[src/core/gpib_pkg.sv]
// package: bus line indices, command codes and buffer sizes for the bus port
package gpib_pkg;
	// widths of the bus byte, the command code and the device address
	localparam int DATA_W  = 8;
	localparam int CODE_W  = 7;
	localparam int ADDR_W  = 5;
	localparam int LINE_W  = 3;

	// synchronised pin vector: eight data lines then four control lines
	localparam int PINS_W  = 12;
	localparam int PIN_ATN = 8;
	localparam int PIN_EOI = 9;
	localparam int PIN_IFC = 10;
	localparam int PIN_REN = 11;
	// idle level of every pin (all lines released, electrically high)
	localparam logic [PINS_W-1:0] PINS_IDLE = 12'hFFF;

	// received-byte buffer: eight data bits plus the end marker
	localparam int FIFO_W     = 9;
	localparam int FIFO_DEPTH = 16;

	// group field of a command byte, taken from code bits five and six
	localparam int GRP_MSB = 6;
	localparam int GRP_LSB = 5;
	localparam logic [1:0] GRP_CMD    = 2'h0;
	localparam logic [1:0] GRP_LISTEN = 2'h1;
	localparam logic [1:0] GRP_TALK   = 2'h2;
	localparam logic [1:0] GRP_SECOND = 2'h3;

	// interface command codes (seven bits, eighth bit already dropped)
	localparam logic [CODE_W-1:0] CMD_GO_LOCAL   = 7'h01;
	localparam logic [CODE_W-1:0] CMD_SEL_CLEAR  = 7'h04;
	localparam logic [CODE_W-1:0] CMD_PP_CONFIG  = 7'h05;
	localparam logic [CODE_W-1:0] CMD_TRIGGER    = 7'h08;
	localparam logic [CODE_W-1:0] CMD_DEV_CLEAR  = 7'h14;
	localparam logic [CODE_W-1:0] CMD_PP_UNCONF  = 7'h15;
	localparam logic [CODE_W-1:0] CMD_SPOLL_ON   = 7'h18;
	localparam logic [CODE_W-1:0] CMD_SPOLL_OFF  = 7'h19;
	localparam logic [CODE_W-1:0] CMD_UNLISTEN   = 7'h3F;
	localparam logic [CODE_W-1:0] CMD_UNTALK     = 7'h5F;

	// parallel-poll enable byte of the secondary group: bit four set disables
	localparam int PP_OFF_BIT = 4;
	localparam int PP_LINE_LSB = 0;
endpackage

[src/core/line_sync.sv]
// two-stage synchroniser for a vector of asynchronous bus lines
`timescale 1ns/1ns
module line_sync
	import gpib_pkg::*;
#(
	parameter int               WIDTH = PINS_W,
	parameter logic [WIDTH-1:0] IDLE  = PINS_IDLE
) (
	input  wire logic             clk_i,
	input  wire logic             reset_i,
	input  wire logic [WIDTH-1:0] async_i,
	output logic      [WIDTH-1:0] sync_o
);
	logic [WIDTH-1:0] meta;

	// first stage is read only by the second stage
	always_ff @(posedge clk_i) begin
		if (reset_i) begin
			meta   <= IDLE;
			sync_o <= IDLE;
		end else begin
			meta   <= async_i;
			sync_o <= meta;
		end
	end
endmodule

[src/core/byte_fifo.sv]
// small first-in first-out buffer with a registered output stage
`timescale 1ns/1ns
module byte_fifo
	import gpib_pkg::*;
#(
	parameter int WIDTH = FIFO_W,
	parameter int DEPTH = FIFO_DEPTH
) (
	input  wire logic             clk_i,
	input  wire logic             reset_i,
	input  wire logic             in_valid_i,
	input  wire logic [WIDTH-1:0] in_data_i,
	output logic                  in_ready_o,
	output logic                  out_valid_o,
	output logic      [WIDTH-1:0] out_data_o,
	input  wire logic             out_ready_i
);
	localparam int PTR_W = $clog2(DEPTH);
	localparam int CNT_W = PTR_W + 1;
	localparam logic [CNT_W-1:0] CNT_FULL = CNT_W'(DEPTH);
	localparam logic [CNT_W-1:0] CNT_ONE  = CNT_W'(1);

	logic [WIDTH-1:0] mem [DEPTH];
	logic [PTR_W-1:0] wr_ptr;
	logic [PTR_W-1:0] rd_ptr;
	logic [CNT_W-1:0] count;
	logic [CNT_W-1:0] next_count;
	logic             wr;
	logic             rd;

	// a write needs room; a read refills the output stage when it frees up
	always_comb begin
		wr = in_valid_i && in_ready_o;
		rd = (count != '0) && (!out_valid_o || out_ready_i);
		next_count = count;
		if (wr && !rd) begin
			next_count = count + CNT_ONE;
		end else if (rd && !wr) begin
			next_count = count - CNT_ONE;
		end
	end

	// storage has no reset, only the pointers do
	always_ff @(posedge clk_i) begin
		if (wr) begin
			mem[wr_ptr] <= in_data_i;
		end
	end

	// pointers and fill level; ready is registered from the next level
	always_ff @(posedge clk_i) begin
		if (reset_i) begin
			wr_ptr     <= '0;
			rd_ptr     <= '0;
			count      <= '0;
			in_ready_o <= 1'b0;
		end else begin
			if (wr) begin
				wr_ptr <= wr_ptr + PTR_W'(1);
			end
			if (rd) begin
				rd_ptr <= rd_ptr + PTR_W'(1);
			end
			count      <= next_count;
			in_ready_o <= (next_count != CNT_FULL);
		end
	end

	// output stage holds its word until the consumer takes it
	always_ff @(posedge clk_i) begin
		if (reset_i) begin
			out_valid_o <= 1'b0;
			out_data_o  <= '0;
		end else if (rd) begin
			out_valid_o <= 1'b1;
			out_data_o  <= mem[rd_ptr];
		end else if (out_ready_i) begin
			out_valid_o <= 1'b0;
		end
	end
endmodule

[src/core/gpib_poll_address_control.sv]
// bus port: addressing, command decode, parallel poll and data buffering
`timescale 1ns/1ns
module gpib_poll_address_control
	import gpib_pkg::*;
(
	input  wire logic              clk_i,
	input  wire logic              reset_i,
	// bus pins, electrically low-true
	input  wire logic [DATA_W-1:0] dio_n_i,
	output logic      [DATA_W-1:0] dio_n_o,
	output logic      [DATA_W-1:0] dio_oe_n_o,
	input  wire logic              atn_n_i,
	input  wire logic              eoi_n_i,
	output logic                   eoi_n_o,
	output logic                   eoi_oe_n_o,
	input  wire logic              ifc_n_i,
	input  wire logic              ren_n_i,
	// byte strobe from the handshake logic on this clock
	input  wire logic              byte_stb_i,
	output logic                   byte_ready_o,
	// configuration
	input  wire logic [ADDR_W-1:0] my_addr_i,
	input  wire logic              ext_en_i,
	input  wire logic [ADDR_W-1:0] sec_addr_i,
	input  wire logic              rsv_i,
	// received data bytes
	output logic                   rx_valid_o,
	output logic      [DATA_W-1:0] rx_data_o,
	output logic                   rx_end_o,
	input  wire logic              rx_ready_i,
	// byte to send while talker
	input  wire logic              tx_load_i,
	input  wire logic [DATA_W-1:0] tx_data_i,
	input  wire logic              tx_last_i,
	input  wire logic              tx_sent_i,
	output logic                   tx_empty_o,
	// status
	output logic                   listener_o,
	output logic                   talker_o,
	output logic                   remote_o,
	output logic                   spoll_mode_o,
	output logic                   dev_clear_o,
	output logic                   trigger_o,
	output logic                   ifc_event_o
);
	typedef enum logic [1:0] {
		prim_none,
		prim_listen,
		prim_talk,
		prim_ppc
	} prim_t;

	logic [PINS_W-1:0] pins;
	logic [DATA_W-1:0] bus_byte;
	logic              atn;
	logic              eoi;
	logic              ifc;
	logic              ren;
	logic              ifc_d;
	logic              poll_active;
	logic              cmd_stb;
	logic              data_stb;
	logic              data_wr;
	logic [CODE_W-1:0] code;
	logic [1:0]        grp;
	logic              own_addr;
	logic              own_sec;
	logic              listen_hit;
	logic              talk_hit;
	logic              listen_first;
	logic              talk_first;
	prim_t             prim;
	prim_t             next_prim;
	logic              ppoll_en;
	logic [LINE_W-1:0] ppoll_line;
	logic              tx_full;
	logic [DATA_W-1:0] tx_data;
	logic              tx_last;
	logic              fifo_in_ready;
	logic              fifo_valid;
	logic [FIFO_W-1:0] fifo_data;
	logic [DATA_W-1:0] next_dio_oe_n;
	logic              next_eoi_oe_n;

	// every pin passes two flops before any logic sees it
	line_sync #(
		.WIDTH (PINS_W),
		.IDLE  (PINS_IDLE)
	) u_sync (
		.clk_i   (clk_i),
		.reset_i (reset_i),
		.async_i ({ren_n_i, ifc_n_i, eoi_n_i, atn_n_i, dio_n_i}),
		.sync_o  (pins)
	);

	// lines are low-true on the wire; flip them once here
	assign bus_byte = ~pins[DATA_W-1:0];
	assign atn      = ~pins[PIN_ATN];
	assign eoi      = ~pins[PIN_EOI];
	assign ifc      = ~pins[PIN_IFC];
	assign ren      = ~pins[PIN_REN];

	// a poll runs only while both end and attention are held
	assign poll_active = atn && eoi;

	// bytes taken under attention are commands, others are data
	assign cmd_stb  = byte_stb_i && atn && !ifc;
	assign data_stb = byte_stb_i && !atn;
	assign data_wr  = data_stb && listener_o;
	assign code     = bus_byte[CODE_W-1:0];
	assign grp      = code[GRP_MSB:GRP_LSB];
	assign own_addr = (code[ADDR_W-1:0] == my_addr_i);
	assign own_sec  = (code[ADDR_W-1:0] == sec_addr_i);

	// own primary address: direct hit unless an extended second byte follows
	assign listen_first = cmd_stb && (grp == GRP_LISTEN) &&
		(code != CMD_UNLISTEN) && own_addr;
	assign talk_first = cmd_stb && (grp == GRP_TALK) &&
		(code != CMD_UNTALK) && own_addr;
	assign listen_hit = (listen_first && !ext_en_i) ||
		(cmd_stb && (grp == GRP_SECOND) && (prim == prim_listen) &&
		own_sec);
	assign talk_hit = (talk_first && !ext_en_i) ||
		(cmd_stb && (grp == GRP_SECOND) && (prim == prim_talk) &&
		own_sec);

	// remember what the last primary byte was, for a following secondary
	always_comb begin
		next_prim = prim_none;
		case (grp)
			GRP_LISTEN: begin
				if (listen_first && ext_en_i) begin
					next_prim = prim_listen;
				end
			end
			GRP_TALK: begin
				if (talk_first && ext_en_i) begin
					next_prim = prim_talk;
				end
			end
			GRP_CMD: begin
				if (code == CMD_PP_CONFIG && listener_o) begin
					next_prim = prim_ppc;
				end
			end
			default: begin
				next_prim = prim_none;
			end
		endcase
	end

	always_ff @(posedge clk_i) begin
		if (reset_i || ifc) begin
			prim <= prim_none;
		end else if (cmd_stb) begin
			prim <= next_prim;
		end
	end

	// listener state; interface clear wins over everything, even brief ones
	always_ff @(posedge clk_i) begin
		if (reset_i || ifc) begin
			listener_o <= 1'b0;
		end else if (listen_hit) begin
			listener_o <= 1'b1;
		end else if (cmd_stb && code == CMD_UNLISTEN) begin
			listener_o <= 1'b0;
		end
	end

	// talker state; any other talk address unaddresses us
	always_ff @(posedge clk_i) begin
		if (reset_i || ifc) begin
			talker_o <= 1'b0;
		end else if (talk_hit) begin
			talker_o <= 1'b1;
		end else if (cmd_stb && code == CMD_UNTALK) begin
			talker_o <= 1'b0;
		end else if (cmd_stb && grp == GRP_TALK && !own_addr) begin
			talker_o <= 1'b0;
		end
	end

	// remote needs remote-enable held first, then our listen address
	always_ff @(posedge clk_i) begin
		if (reset_i || !ren) begin
			remote_o <= 1'b0;
		end else if (listen_hit) begin
			remote_o <= 1'b1;
		end else if (cmd_stb && code == CMD_GO_LOCAL && listener_o) begin
			remote_o <= 1'b0;
		end
	end

	// parallel-poll line assignment from the enable byte after configure
	always_ff @(posedge clk_i) begin
		if (reset_i) begin
			ppoll_en   <= 1'b0;
			ppoll_line <= '0;
		end else if (cmd_stb && code == CMD_PP_UNCONF) begin
			ppoll_en <= 1'b0;
		end else if (cmd_stb && grp == GRP_SECOND && prim == prim_ppc) begin
			ppoll_en   <= !code[PP_OFF_BIT];
			ppoll_line <= code[PP_LINE_LSB +: LINE_W];
		end
	end

	// serial-poll mode from the universal enable and disable codes
	always_ff @(posedge clk_i) begin
		if (reset_i || ifc) begin
			spoll_mode_o <= 1'b0;
		end else if (cmd_stb && code == CMD_SPOLL_OFF) begin
			spoll_mode_o <= 1'b0;
		end else if (cmd_stb && code == CMD_SPOLL_ON) begin
			spoll_mode_o <= 1'b1;
		end
	end

	// one-cycle event pulses for clears, trigger and interface clear;
	// the synchroniser resets to idle, so no false clear edge follows reset
	always_ff @(posedge clk_i) begin
		if (reset_i) begin
			dev_clear_o <= 1'b0;
			trigger_o   <= 1'b0;
			ifc_d       <= 1'b0;
			ifc_event_o <= 1'b0;
		end else begin
			dev_clear_o <= cmd_stb && ((code == CMD_DEV_CLEAR) ||
				(code == CMD_SEL_CLEAR && listener_o));
			trigger_o   <= cmd_stb && code == CMD_TRIGGER && listener_o;
			ifc_d       <= ifc;
			ifc_event_o <= ifc && !ifc_d;
		end
	end

	// outgoing byte waits here until the handshake reports it sent
	always_ff @(posedge clk_i) begin
		if (reset_i || ifc) begin
			tx_full <= 1'b0;
			tx_data <= '0;
			tx_last <= 1'b0;
		end else if (!tx_full && tx_load_i) begin
			tx_full <= 1'b1;
			tx_data <= tx_data_i;
			tx_last <= tx_last_i;
		end else if (tx_sent_i) begin
			tx_full <= 1'b0;
		end
	end

	// pin drive: poll answer under attention with end, talker data without attention;
	// lines are open-drain so a shared poll line just reads low
	always_comb begin
		next_dio_oe_n = '1;
		next_eoi_oe_n = 1'b1;
		if (poll_active) begin
			if (ppoll_en && rsv_i) begin
				next_dio_oe_n[ppoll_line] = 1'b0;
			end
		end else if (talker_o && !atn && !ifc && tx_full) begin
			next_dio_oe_n = ~tx_data;
			next_eoi_oe_n = !tx_last;
		end
	end

	// drive registers; released one edge after the two-flop sync delay once a poll ends
	always_ff @(posedge clk_i) begin
		if (reset_i) begin
			dio_oe_n_o <= '1;
			eoi_oe_n_o <= 1'b1;
		end else begin
			dio_oe_n_o <= next_dio_oe_n;
			eoi_oe_n_o <= next_eoi_oe_n;
		end
	end

	// driven level is always low; only the enables move
	always_ff @(posedge clk_i) begin
		if (reset_i) begin
			dio_n_o <= '0;
			eoi_n_o <= 1'b0;
		end else begin
			dio_n_o <= '0;
			eoi_n_o <= 1'b0;
		end
	end

	// status flags that only mirror internal state
	always_ff @(posedge clk_i) begin
		if (reset_i) begin
			tx_empty_o   <= 1'b1;
			byte_ready_o <= 1'b0;
		end else begin
			tx_empty_o   <= !(tx_full || (!tx_full && tx_load_i));
			// the buffer's own ready lags a write by one edge, so a byte
			// taken now holds ready low for one edge; this halves the
			// peak rate but a strobe never lands on a full buffer
			byte_ready_o <= fifo_in_ready && !data_wr;
		end
	end

	// data bytes for us go in unchanged, end line kept as a marker
	byte_fifo #(
		.WIDTH (FIFO_W),
		.DEPTH (FIFO_DEPTH)
	) u_fifo (
		.clk_i       (clk_i),
		.reset_i     (reset_i),
		.in_valid_i  (data_wr),
		.in_data_i   ({eoi, bus_byte}),
		.in_ready_o  (fifo_in_ready),
		.out_valid_o (fifo_valid),
		.out_data_o  (fifo_data),
		.out_ready_i (rx_ready_i)
	);

	// fifo output stage is already a register, copied straight out
	assign rx_valid_o = fifo_valid;
	assign rx_data_o  = fifo_data[DATA_W-1:0];
	assign rx_end_o   = fifo_data[DATA_W];
endmodule

[config.mk]
export PLATFORM = sky130hd
export DESIGN_NAME = gpib_poll_address_control
export DESIGN_NICKNAME = d
export VERILOG_FILES = /design/src/core/gpib_pkg.sv /design/src/core/line_sync.sv /design/src/core/byte_fifo.sv /design/src/core/gpib_poll_address_control.sv
export SDC_FILE = /design/constraint.sdc
export NUM_CORES = 1
export LEC_CHECK = 0
export ABC_AREA = 1
export BUFFER_PORTS_ARGS = -buffer_cell sky130_fd_sc_hd__buf_2
export CELL_PAD_IN_SITES_DETAIL_PLACEMENT = 1
export CELL_PAD_IN_SITES_GLOBAL_PLACEMENT = 1
export CORE_MARGIN = 10
export CORE_UTILIZATION = 47
export DETAILED_ROUTE_END_ITERATION = 8
export GPL_TIMING_DRIVEN = 0
export PLACE_DENSITY = 0.77
export SYNTH_ARGS = -nofsm -noshare
export SYNTH_HDL_FRONTEND = slang
export SYNTH_SLANG_ARGS = --single-unit
[constraint.sdc]
create_clock -name clk_i -period 2.05 [get_ports clk_i]
set_input_delay 0.41 -clock clk_i [delete_from_list [all_inputs] [get_ports clk_i]]
set_output_delay 0.41 -clock clk_i [all_outputs]
set_load 0.1 [all_outputs]
== Word-level counts from Yosys, hierarchy flattened ==
Memory sizes are Yosys's and may differ from the RTL's. A register that Yosys moved wholly into a read port is not among the register bits.
Cells that the tools add are included.
W data, S select, Z words.

* Add/subtract/negate cells: 4
* Magnitude comparators: 2
* Equal/unequal tests: 21
* Mux-type cells: 24
* Bitwise logic cells: 8
* Reductions and logical operators: 75

{| class="wikitable"
|+ Operator list
! operator !! number
|-
| $logic_and A1 B1 Y1 || 46
|-
| $eq A7 B5 Y1 const B || 4
|-
| $mux W8 || 3
|-
| $not A8 Y8 || 3
|-
| $mux W1 || 15
|-
| $eq A7 B3 Y1 const B || 2
|-
| $logic_not A1 Y1 || 11
|-
| $eq A5 B5 Y1 || 2
|-
| $mux W5 || 2
|-
| $add A4 B1 Y4 const B || 2
|-
| $eq A2 B2 Y1 const B || 4
|-
| $reduce_bool A2 Y1 || 4
|-
| $eq A7 B1 Y1 const B || 1
|-
| $eq A7 B4 Y1 const B || 1
|-
| $eq A7 B6 Y1 const B || 1
|-
| $eq A7 B7 Y1 const B || 1
|-
| $logic_or A1 B1 Y1 || 7
|-
| $ne A7 B6 Y1 const B || 1
|-
| $ne A7 B7 Y1 const B || 1
|-
| $pmux W2 S3 || 1
|-
| $add A5 B1 Y5 const B || 1
|-
| $ne A5 B5 Y1 const B || 1
|-
| $not A1 Y1 || 5
|-
| $reduce_bool A5 Y1 || 1
|-
| other kinds (11) || 14
|}

* Register bits: 74
* Memory bits (writable): 144
* Bits of input ports: 39
* Output and inout port bits: 37
* Word-level logic and storage cells: 160
* Memories kept: 1

{| class="wikitable"
|+ Memories
! memory !! depth !! bits a word !! read ports !! clocked after memory_dff !! write ports !! RTL line !! RTL
|-
| u_fifo.mem || 16 || 9 || 1 || 1 || 1 || byte_fifo.sv:23 || <nowiki>logic [WIDTH-1:0] mem [DEPTH];</nowiki>
|}

== Longest topological paths before layout ==
Gate-level depths: netlist of run 1.

* Depth after elaboration: 9
* Mapped depth: 12
* Depth with buffers taken out: 12

== By module ==
A second synthesis of run 1 with hierarchy kept.

* Cells, all modules: 928
* Area total of the unflattened synthesis: 9360.2 µm²

{| class="wikitable"
|+ By module, submodules not included
! module !! instances !! cells each !! area an instance (µm²) !! sequential area each (µm²)
|-
| byte_fifo || 1 || 610 || 6944.2 || 4804.6
|-
| gpib_poll_address_control || 1 || 243 || 1726.7 || 700.7
|-
| line_sync || 1 || 75 || 689.4 || 480.5
|}

== Worst setup path after synthesis of run 1 ==
OpenSTA, ideal clock, no wires.

* Path kind: flip-flop to flip-flop
* Start: register listener_o
* End: memory u_fifo.mem[11][0] (netlist name) (enable)
* Setup time: 0.374 ns
* Arrival time: 2.036 ns
* Required time: 1.676 ns
* Setup slack: -0.361 ns
* Cell stages (with the launch flop): 6
* Path buffers: 1
* Clock period less this slack: 2.411 ns
* Path through: dfxtp_1 -> nand4_2 -> buf_6 -> nor2_1 -> nand2_1 -> nor2_1

* Word-level cells in the longest chain between the ends: 4

{| class="wikitable"
|+ Ends and longest elaborated chain
! item !! RTL line !! RTL
|-
| from (decl) || gpib_poll_address_control.sv:38 || <nowiki>output logic listener_o,</nowiki>
|-
| from (signal assigned) || gpib_poll_address_control.sv:163 || <nowiki>listener_o <= 1'b0;</nowiki>
|-
| from (signal assigned) || gpib_poll_address_control.sv:165 || <nowiki>listener_o <= 1'b1;</nowiki>
|-
| from (signal assigned) || gpib_poll_address_control.sv:167 || <nowiki>listener_o <= 1'b0;</nowiki>
|-
| $logic_and A1 B1 Y1 || gpib_poll_address_control.sv:109 || <nowiki>assign data_wr = data_stb && listener_o;</nowiki>
|-
| $logic_and A1 B1 Y1 || byte_fifo.sv:33 || <nowiki>wr = in_valid_i && in_ready_o;</nowiki>
|-
| $mux W1 || byte_fifo.sv:45 || <nowiki>if (wr) begin</nowiki>
|-
| $mux W1 (not written as such) || byte_fifo.sv:46 || <nowiki>mem[wr_ptr] <= in_data_i;</nowiki>
|-
| to (decl) || byte_fifo.sv:23 ||
|}

No other way between the ends.

== Worst setup path in the final report of run 1 ==
* Start: register u_sync.sync_o[8]
* End: memory u_fifo.mem[4][2] (netlist name) (enable)

* Word-level cells in the longest chain between the ends: 5

{| class="wikitable"
|+ Ends and longest elaborated chain
! item !! RTL line !! RTL
|-
| from (decl) || line_sync.sv:12 || <nowiki>output logic [WIDTH-1:0] sync_o</nowiki>
|-
| from (signal assigned) || line_sync.sv:23 || <nowiki>sync_o <= meta;</nowiki>
|-
| $logic_and A1 B1 Y1 || gpib_poll_address_control.sv:108 || <nowiki>assign data_stb = byte_stb_i && !atn;</nowiki>
|-
| $logic_and A1 B1 Y1 || gpib_poll_address_control.sv:109 ||
|-
| $logic_and A1 B1 Y1 || byte_fifo.sv:33 ||
|-
| $mux W1 || byte_fifo.sv:45 ||
|-
| $mux W1 (not written as such) || byte_fifo.sv:46 ||
|}

No other way between the ends.

==> impl_results.html, run 1 <==
<table>
<tr><th>Metric</th><th>Value</th></tr>
<tr><th colspan="2">Run status</th></tr>
<tr><td>Result of the run</td><td>complete, no violations</td></tr>
<tr><th colspan="2">Placed design</th></tr>
<tr><td>Port-buffer cells</td><td>between 60 and 70</td></tr>
<tr><td>Placed Instances</td><td>1236</td></tr>
<tr><td>Worst setup slack before clock tree synthesis</td><td>-0.211 ns</td></tr>
<tr><td>HPWL after detailed placement</td><td>17900 microns</td></tr>
<tr><td>Weighted congestion at the end of routability-driven global placement</td><td>slightly above 0.8</td></tr>
<tr><th colspan="2">Layout</th></tr>
<tr><td>Area Overhead vs Synth</td><td>17.6%</td></tr>
<tr><td>Area occupied by registers</td><td>5990 sq um</td></tr>
<tr><td>Total area of multi-input combinational cells</td><td>around 2900 sq um</td></tr>
<tr><td>Filler Cells Inserted</td><td>2174</td></tr>
<tr><td>Commonest cells after routing, fill and taps aside</td><td>nor2_1, edfxtp_1, buf_2</td></tr>
<tr><td>Non-filler cells, final</td><td>1285</td></tr>
<tr><td>Final Util</td><td>0.561</td></tr>
<tr><td>Share of cells above drive strength 1</td><td>0.202</td></tr>
<tr><td>Commonest non-fill, non-tap cell in the layout</td><td>nor2_1</td></tr>
<tr><td>Number of antenna repair diodes</td><td>0</td></tr>
<tr><td>Total Nets Final</td><td>1048</td></tr>
<tr><th colspan="2">Setup path</th></tr>
<tr><td>Slack of the worst reg-to-reg path</td><td>around 0.029 ns</td></tr>
<tr><td>Crit Path Max Fanout</td><td>9</td></tr>
<tr><td>Setup crit start kind</td><td>flip-flop</td></tr>
<tr><td>Cells along the critical path</td><td>nand4_2 &gt; inv_2 &gt; nand2_1 &gt; nor2_2</td></tr>
<tr><td>Cell type of the slowest stage on the worst timing path</td><td>dfxtp_1</td></tr>
<tr><td>Data arrival time of the critical path</td><td>2.18 ns</td></tr>
<tr><td>Data required, critical path</td><td>2.20 ns</td></tr>
<tr><td>Critical path endpoint category</td><td>flip-flop</td></tr>
<tr><td>Critical setup path kind</td><td>flip-flop to flip-flop</td></tr>
<tr><td>R2r worst-path depth</td><td>4</td></tr>
<tr><td>Largest stage delay, worst path</td><td>0.52 ns</td></tr>
<tr><th colspan="2">Min path</th></tr>
<tr><td>Kind of path behind the tightest hold check</td><td>input port to flip-flop</td></tr>
<tr><td>Number of cells on the worst hold path</td><td>2</td></tr>
<tr><th colspan="2">GRT</th></tr>
<tr><td>Wire length of the first global-routing pass</td><td>between 40000 and 50000 microns</td></tr>
<tr><td>Number of antenna violations at the first check in global routing</td><td>0</td></tr>
<tr><td>Pin count of the biggest net entering global routing</td><td>23</td></tr>
<tr><td>Total GRT Usage</td><td>0.201</td></tr>
<tr><td>Total congestion overflow</td><td>0</td></tr>
<tr><td>Via count of the first global-routing pass</td><td>7483</td></tr>
<tr><th colspan="2">Pwr</th></tr>
<tr><td>Leakage component of the power</td><td>just over 4 nW</td></tr>
<tr><td>Worst-case vdd ir drop</td><td>0.635 mV</td></tr>
<tr><td>Internal Power</td><td>8.58 mW</td></tr>
<tr><td>Net switching power</td><td>5.02 mW</td></tr>
<tr><td>Power density of the placed cells</td><td>1250 nW/um^2</td></tr>
<tr><td>Clock network fraction of design power</td><td>0.316</td></tr>
<tr><td>Sequential group share of total power</td><td>0.382</td></tr>
<tr><td>Combinational group share of total power</td><td>0.302</td></tr>
<tr><td>Sw Ratio</td><td>0.369</td></tr>
<tr><th colspan="2">Clocking</th></tr>
<tr><td>CTS buffer count</td><td>24</td></tr>
<tr><td>H-tree Lvls</td><td>1</td></tr>
<tr><td>Maximum clock path buffer count</td><td>3</td></tr>
<tr><td>Worst-skew pair later-pin latency</td><td>around 0.52 ns</td></tr>
<tr><td>Clk sink count</td><td>227</td></tr>
<tr><td>TritonCTS clock tree</td><td>done</td></tr>
<tr><td>CTS Root Buffer Type</td><td>clkbuf_16</td></tr>
<tr><td>Clock transition at the registers of the reported paths</td><td>0.06 ns</td></tr>
<tr><th colspan="2">Synth</th></tr>
<tr><td>Syn. warnings</td><td>0</td></tr>
<tr><td>Average instance area after synthesis</td><td>slightly above 10 sq um</td></tr>
<tr><td>Sequential-to-total area share from yosys stat</td><td>0.647</td></tr>
<tr><td>Synthesized area</td><td>9250 sq um</td></tr>
<tr><td>Flops &amp; latches, synth</td><td>227</td></tr>
<tr><td>Distinct cells, synth</td><td>40</td></tr>
<tr><td>Number of standard cells after synthesis</td><td>897</td></tr>
<tr><th colspan="2">Routing</th></tr>
<tr><td>DR DRC count</td><td>0</td></tr>
<tr><td>Router iterations before antenna repair</td><td>6</td></tr>
<tr><td>Post-detailed-routing wire length</td><td>26300 microns</td></tr>
<tr><td>Average wire length per cell after detail routing</td><td>between 20 and 25 microns</td></tr>
<tr><td>Vias after detailed routing</td><td>6943</td></tr>
<tr><td>Starting DRC count in detailed routing</td><td>483</td></tr>
<tr><td>Vias per cell</td><td>5.40</td></tr>
<tr><td>Detail Route Antenna Nets</td><td>0</td></tr>
<tr><th colspan="2">Floorplan</th></tr>
<tr><td>Initial cell density of the core</td><td>0.477</td></tr>
<tr><td>I/O pin count</td><td>76</td></tr>
<tr><td>Site Rows</td><td>51</td></tr>
<tr><td>Die X-Extent</td><td>160 microns</td></tr>
<tr><td>Die footprint</td><td>around 26000 sq um</td></tr>
<tr><td>Area of the core region</td><td>19400 sq um</td></tr>
<tr><td>Height of the chip</td><td>160 microns</td></tr>
<tr><th colspan="2">Timing</th></tr>
<tr><td>Unrepaired setup endpoints after global routing</td><td>true</td></tr>
<tr><td>Maximum frequency from static timing analysis</td><td>495 MHz</td></tr>
<tr><td>Maximum clock skew at final layout</td><td>0.0194 ns</td></tr>
<tr><td>Clock period minus final worst setup slack</td><td>a little over 2 ns</td></tr>
<tr><td>Max-slew violations</td><td>0</td></tr>
<tr><td>Final WS setup</td><td>0.0289 ns</td></tr>
<tr><td>Portion of the clock cycle consumed by the worst path in the final layout</td><td>0.986</td></tr>
<tr><td>Total Negative Setup Slacks</td><td>0 ns</td></tr>
<tr><td>Normalized max-slew margin</td><td>0.467</td></tr>
<tr><td>Final setup viols</td><td>0</td></tr>
<tr><td>Number of hold violations in the final report</td><td>0</td></tr>
<tr><td>Slew at the pin closest to its max-slew limit</td><td>0.798 ns</td></tr>
<tr><th colspan="2">Run</th></tr>
<tr><td>Max-Cap Viols</td><td>0</td></tr>
</table>
[state kept, by name (all words and copies together), names as in the netlist, 2 cells and up]
register	flops
u_fifo.wr_ptr	4
tx_data	8
u_fifo.out_data_o	9
u_fifo.count	5
dio_oe_n_o	8
u_sync.sync_o	12
u_fifo.mem	144
u_sync.meta	12
ppoll_line	3
u_fifo.rd_ptr	4
prim	2
[power groups by stage]
stage / clock, mW / sequential, mW / combinational (mW)
2_1_floorplan: 0 / 6.01 / 2.17
3_3_place_gp: 0 / 5.28 / 3.94
3_5_place_dp: 0 / 5.29 / 4.05
4_1_cts: 4.34 / 5.19 / 4.10
5_1_grt: 4.55 / 5.22 / 4.48
6_report: 4.30 / 5.19 / 4.11
[Yosys cell counts (all sizes together)]
master | number | share of area
ha | 7 | 0.0095
o211ai | 39 | 0.032
a211oi | 1 | 0.00081
o22ai | 2 | 0.0014
nand3b | 2 | 0.0016
o21a | 1 | 0.00081
a2111oi | 1 | 0.00095
nand3 | 47 | 0.028
dfxtp | 83 | 0.18
nor2 | 189 | 0.079
nand2 | 85 | 0.036
xnor2 | 2 | 0.0019
clkbuf | 22 | 0.0089
or2 | 24 | 0.016
nor3 | 5 | 0.0027
a21boi | 1 | 0.00081
o31ai | 2 | 0.0016
conb | 1 | 0.00041
a21oi | 21 | 0.012
inv | 61 | 0.025
edfxtp | 144 | 0.47
o221ai | 1 | 0.00095
xor2 | 6 | 0.0057
nor4 | 3 | 0.0020
nand4 | 7 | 0.0054
nor3b | 1 | 0.00081
o21ai | 107 | 0.058
buf | 32 | 0.021
[final cells by class]
cell class,instances,area share
plain buffers,54,0.0257
repair buffers,71,0.0338
well taps,265,0.0305
multi-input cells,563,0.264
clock buffers,35,0.0676
clock inverters,9,0.00529
flip-flops and latches,227,0.551
inverters,61,0.0221
[what timing repair did]
action | CTS | global route
resized for setup | 17 | 14
setup buffers | 0 | 5
hold buffers | 0 | 0
endpoints found under the setup margin | 146 | 92
hold endpoints to repair | 0 | 0
[worst max-delay path: cells and delay by family, from the launching register on]
family                 cells  cell delay (ns)
buffers and inverters      1             0.17
flip-flops                 1             0.52
AND/OR/NAND/NOR            3             0.97
[stage by stage]
step                      area, sq um  hold WS, ns  total power [mW]
after floorplan                  9280        0.373              8.18
after global placement           9940        0.392              9.22
after detailed placement         9940        0.390              9.33
after CTS                       10800       0.0540              13.6
after global routing            10900       0.0733              14.3
final                           10900       0.0654              13.6
[layer usage]
metal	GRT usage	wire, microns	vias to the layer above
met5	0	0	-
met4	0.0722	749	0
met3	0.0339	1420	51
met2	0.356	13200	204
met1	0.239	10900	3434
li1	-	-	3254
[final timing paths]
check,startpoint,end
setup / recovery,u_sync.sync_o[8],u_fifo.mem[4][2]
hold / removal,tx_sent_i,tx_full
hold reg to reg,ifc_d,ifc_event_o
setup reg to reg,u_sync.sync_o[8],u_fifo.mem[4][2]
[cells by family (layout without fill, tap and decap cells)]
kind of cell	after synthesis	count (layout)	synth area share
AO/OA/AOI/OAI	176	176	0.109
XOR/XNOR	8	8	0.00758
adder cells (fa/ha/maj)	7	7	0.00947
buffers and inverters	115	230	0.0548
flip-flops	227	227	0.647
other	1	9	0.000405
AND/OR/NAND/NOR	363	363	0.172
No activity file was read; power rests on OpenSTA's default activity.
==> inputs of run 2 (changes only) <==
--- a/config.mk
+++ b/config.mk
@@ -13,7 +13,7 @@
 export CORE_UTILIZATION = 47
 export DETAILED_ROUTE_END_ITERATION = 8
 export GPL_TIMING_DRIVEN = 0
-export PLACE_DENSITY = 0.77
+export PLACE_DENSITY_LB_ADDON = 0.1
 export SYNTH_ARGS = -nofsm -noshare
 export SYNTH_HDL_FRONTEND = slang
 export SYNTH_SLANG_ARGS = --single-unit
==> run 2 against run 1 <==
Net effect: via count decreased by 0.99%; critical path type unchanged; clock power increased by 9.8%; design area increased by 0.77%; worst hold slack improved by 0.0080 ns; power increased by 3.1%.
==> impl_results.html, run 2 (synthesized netlist as in run 1, its figures left out) <==
<table>
<tr><th>Metric</th><th>Value</th></tr>
<tr><th colspan="2">Setup path</th></tr>
<tr><td>Stages on the worst setup path</td><td>5</td></tr>
<tr><td>Largest stage delay, worst path</td><td>~0.50 ns</td></tr>
<tr><td>Critical setup path kind</td><td>flip-flop to flip-flop</td></tr>
<tr><td>Critical path buffer and inverter count</td><td>1</td></tr>
<tr><td>Crit Path Max Fanout</td><td>10</td></tr>
<tr><td>Cell type of the slowest stage on the worst timing path</td><td>dfxtp_1</td></tr>
<tr><td>Critical path endpoint category</td><td>flip-flop</td></tr>
<tr><td>Cells along the critical path</td><td>nand4_2 &gt; buf_6 &gt; nor2_1 &gt; nand2_1 &gt; nor2_2</td></tr>
<tr><td>Data required, critical path</td><td>2.19 ns</td></tr>
<tr><td>Top Family by Delay on Critical Path</td><td>simple AND/OR/NAND/NOR gates</td></tr>
<tr><td>Data arrival time of the critical path</td><td>2.12 ns</td></tr>
<tr><td>R2r worst-path depth</td><td>5</td></tr>
<tr><td>Setup crit start kind</td><td>flip-flop</td></tr>
<tr><th colspan="2">Routing</th></tr>
<tr><td>DR DRC count</td><td>0</td></tr>
<tr><td>Met3 Wirelength</td><td>1720 microns</td></tr>
<tr><td>Vias per cell</td><td>5.35</td></tr>
<tr><td>Starting DRC count in detailed routing</td><td>451</td></tr>
<tr><td>Wire length on met2</td><td>13000 microns</td></tr>
<tr><td>Router iterations before antenna repair</td><td>5</td></tr>
<tr><td>Average wire length per cell after detail routing</td><td>20.5 microns</td></tr>
<tr><td>M1 WL</td><td>10800 microns</td></tr>
<tr><td>Post-detailed-routing wire length</td><td>26300 microns</td></tr>
<tr><td>Detail Route Antenna Nets</td><td>0</td></tr>
<tr><td>Vias after detailed routing</td><td>6874</td></tr>
<tr><td>Top layer reached by signal wires</td><td>met4</td></tr>
<tr><th colspan="2">Placed design</th></tr>
<tr><td>Weighted congestion at the end of routability-driven global placement</td><td>0.852</td></tr>
<tr><td>Port-buffer cells</td><td>66</td></tr>
<tr><td>Dpl cell area</td><td>9940 sq um</td></tr>
<tr><td>Worst setup slack before clock tree synthesis</td><td>-0.206 ns</td></tr>
<tr><td>HPWL after detailed placement</td><td>17900 microns</td></tr>
<tr><th colspan="2">Layout</th></tr>
<tr><td>Number of antenna repair diodes</td><td>0</td></tr>
<tr><td>Final Cell Area</td><td>11000 sq um</td></tr>
<tr><td>Register ranked first by flip-flop count</td><td>u_fifo.mem</td></tr>
<tr><td>Filler Cells Inserted</td><td>2177</td></tr>
<tr><td>Share of cells above drive strength 1</td><td>0.205</td></tr>
<tr><td>Commonest non-fill, non-tap cell in the layout</td><td>nor2_1</td></tr>
<tr><td>Total Nets Final</td><td>about 1000</td></tr>
<tr><td>Biggest registers after layout</td><td>u_fifo.mem (144), u_sync.meta (12), u_sync.sync_o (12)</td></tr>
<tr><td>Commonest cells after routing, fill and taps aside</td><td>nor2_1, edfxtp_1, buf_2</td></tr>
<tr><td>Flip-flop count of the largest register after layout</td><td>around 140</td></tr>
<tr><td>Area Overhead vs Synth</td><td>18.5%</td></tr>
<tr><td>Final Util</td><td>0.565</td></tr>
<tr><th colspan="2">Clocking</th></tr>
<tr><td>CTS buffer count</td><td>24</td></tr>
<tr><td>Worst-skew pair later-pin latency</td><td>0.52 ns</td></tr>
<tr><td>Maximum clock path buffer count</td><td>3</td></tr>
<tr><td>Clk sink count</td><td>227</td></tr>
<tr><td>CTS Root Buffer Type</td><td>clkbuf_16</td></tr>
<tr><td>H-tree Lvls</td><td>1</td></tr>
<tr><td>Clock transition at the registers of the reported paths</td><td>about 0.060 ns</td></tr>
<tr><td>Number of buffers inserted by hold repair at cts</td><td>0</td></tr>
<tr><td>TritonCTS clock tree</td><td>done</td></tr>
<tr><th colspan="2">Floorplan</th></tr>
<tr><td>Initial cell density of the core</td><td>0.477</td></tr>
<tr><td>Site Rows</td><td>51</td></tr>
<tr><td>I/O pin count</td><td>between 70 and 80</td></tr>
<tr><td>Height of the chip</td><td>160 microns</td></tr>
<tr><td>Die X-Extent</td><td>160 microns</td></tr>
<tr><td>Area of the core region</td><td>19400 sq um</td></tr>
<tr><td>Die footprint</td><td>around 26000 sq um</td></tr>
<tr><th colspan="2">Timing</th></tr>
<tr><td>Final setup viols</td><td>0</td></tr>
<tr><td>Maximum frequency from static timing analysis</td><td>506 MHz</td></tr>
<tr><td>Number of hold violations in the final report</td><td>0</td></tr>
<tr><td>Normalized max-slew margin</td><td>0.477</td></tr>
<tr><td>Max-slew violations</td><td>0</td></tr>
<tr><td>Portion of the clock cycle consumed by the worst path in the final layout</td><td>0.965</td></tr>
<tr><td>Total Negative Setup Slacks</td><td>0 ns</td></tr>
<tr><td>Unrepaired setup endpoints after global routing</td><td>true</td></tr>
<tr><td>Clock period minus final worst setup slack</td><td>1.98 ns</td></tr>
<tr><td>Final WS setup</td><td>0.0718 ns</td></tr>
<tr><td>Slew at the pin closest to its max-slew limit</td><td>0.784 ns</td></tr>
<tr><td>Maximum clock skew at final layout</td><td>~0.014 ns</td></tr>
<tr><th colspan="2">GRT</th></tr>
<tr><td>Via count of the first global-routing pass</td><td>about 7400</td></tr>
<tr><td>Number of antenna violations at the first check in global routing</td><td>0</td></tr>
<tr><td>Wire length of the first global-routing pass</td><td>slightly above 40000 microns</td></tr>
<tr><td>Pin count of the biggest net entering global routing</td><td>23</td></tr>
<tr><td>Total congestion overflow</td><td>0</td></tr>
<tr><td>Total GRT Usage</td><td>0.201</td></tr>
<tr><th colspan="2">Min path</th></tr>
<tr><td>Number of cells on the worst hold path</td><td>2</td></tr>
<tr><td>Kind of path behind the tightest hold check</td><td>input port to flip-flop</td></tr>
<tr><th colspan="2">Pwr</th></tr>
<tr><td>Power density of the placed cells</td><td>about 1300 nW/um^2</td></tr>
<tr><td>Overall power</td><td>14.0 mW</td></tr>
<tr><td>Worst-case vdd ir drop</td><td>0.655 mV</td></tr>
<tr><td>Leakage component of the power</td><td>roughly 4.1 nW</td></tr>
<tr><th colspan="2">Run status</th></tr>
<tr><td>Result of the run</td><td>complete, no violations</td></tr>
<tr><th colspan="2">Run</th></tr>
<tr><td>Max-Cap Viols</td><td>0</td></tr>
</table>
[run 2: cell count changes in the layout (fill, tap and decap cells not counted), sizes merged]
cell	before	now
bufinv	0	5
clkinv	8	4
clkbuf	57	55
[run 2: metal layers]
metal | global-route usage | up-vias
met3 | 0.0432 | 50
li1 | - | 3261
met2 | 0.349 | 201
met1 | 0.241 | 3362
met5 | 0 | -
met4 | 0.0676 | 0
[run 2: area by class of cell]
| class | instances | area [sq um] | area share |
|---|---|---|---|
| Clock inverter | 10 | 176 | 0.0161 |
| Inverter | 61 | 240 | 0.0219 |
| Timing Repair Buffer | 71 | 368 | 0.0336 |
| Tap cell | 265 | 332 | 0.0303 |
| Multi-Input combinational cell | 563 | 2890 | 0.263 |
| Clock buffer | 33 | 687 | 0.0627 |
| Buffer | 54 | 283 | 0.0258 |
| Sequential cell | 227 | 5990 | 0.546 |
[run 2: what timing repair did]
| action | 4_1_cts | 5_1_grt |
|---|---|---|
| endpoints found under the hold margin | 0 | 0 |
| gates resized for setup | 17 | 21 |
| pin swaps | 0 | 0 |
| setup endpoints to repair | 134 | 126 |
| buffers inserted | 0 | 5 |
[run 2: report_power, final]
group          switching [mW]  internal, mW  leakage [nW]
registers               0.153          5.05          2.01
clock network            1.76          2.96         0.423
logic                    3.07          1.04          1.69
total                    4.98          9.05          4.12
[run 2: worst register-to-register path, stage by stage, from the launching register on]
cell     delay [ns]
dfxtp_1        0.50
nand4_2        0.18
buf_6          0.18
nor2_1         0.12
nand2_1        0.13
nor2_2         0.49
[run 2: path summary, 6_finish.rpt]
check | from | endpoint | slack (ns)
setup / recovery | u_sync.sync_o[8] | u_fifo.mem[11][2] | 0.07
hold / removal | tx_sent_i | tx_full | 0.07
setup reg to reg | u_sync.sync_o[8] | u_fifo.mem[11][2] | 0.07
hold reg to reg | ifc_d | ifc_event_o | 0.39
[run 2: per-stage QoR]
stage / hold WS (ns) / cells
after global placement: 0.381 / 1236
after floorplan: 0.373 / 905
after detailed placement: 0.386 / 1236
after CTS: 0.0603 / 1279
after global routing: 0.0745 / 1284
final: 0.0734 / 1284
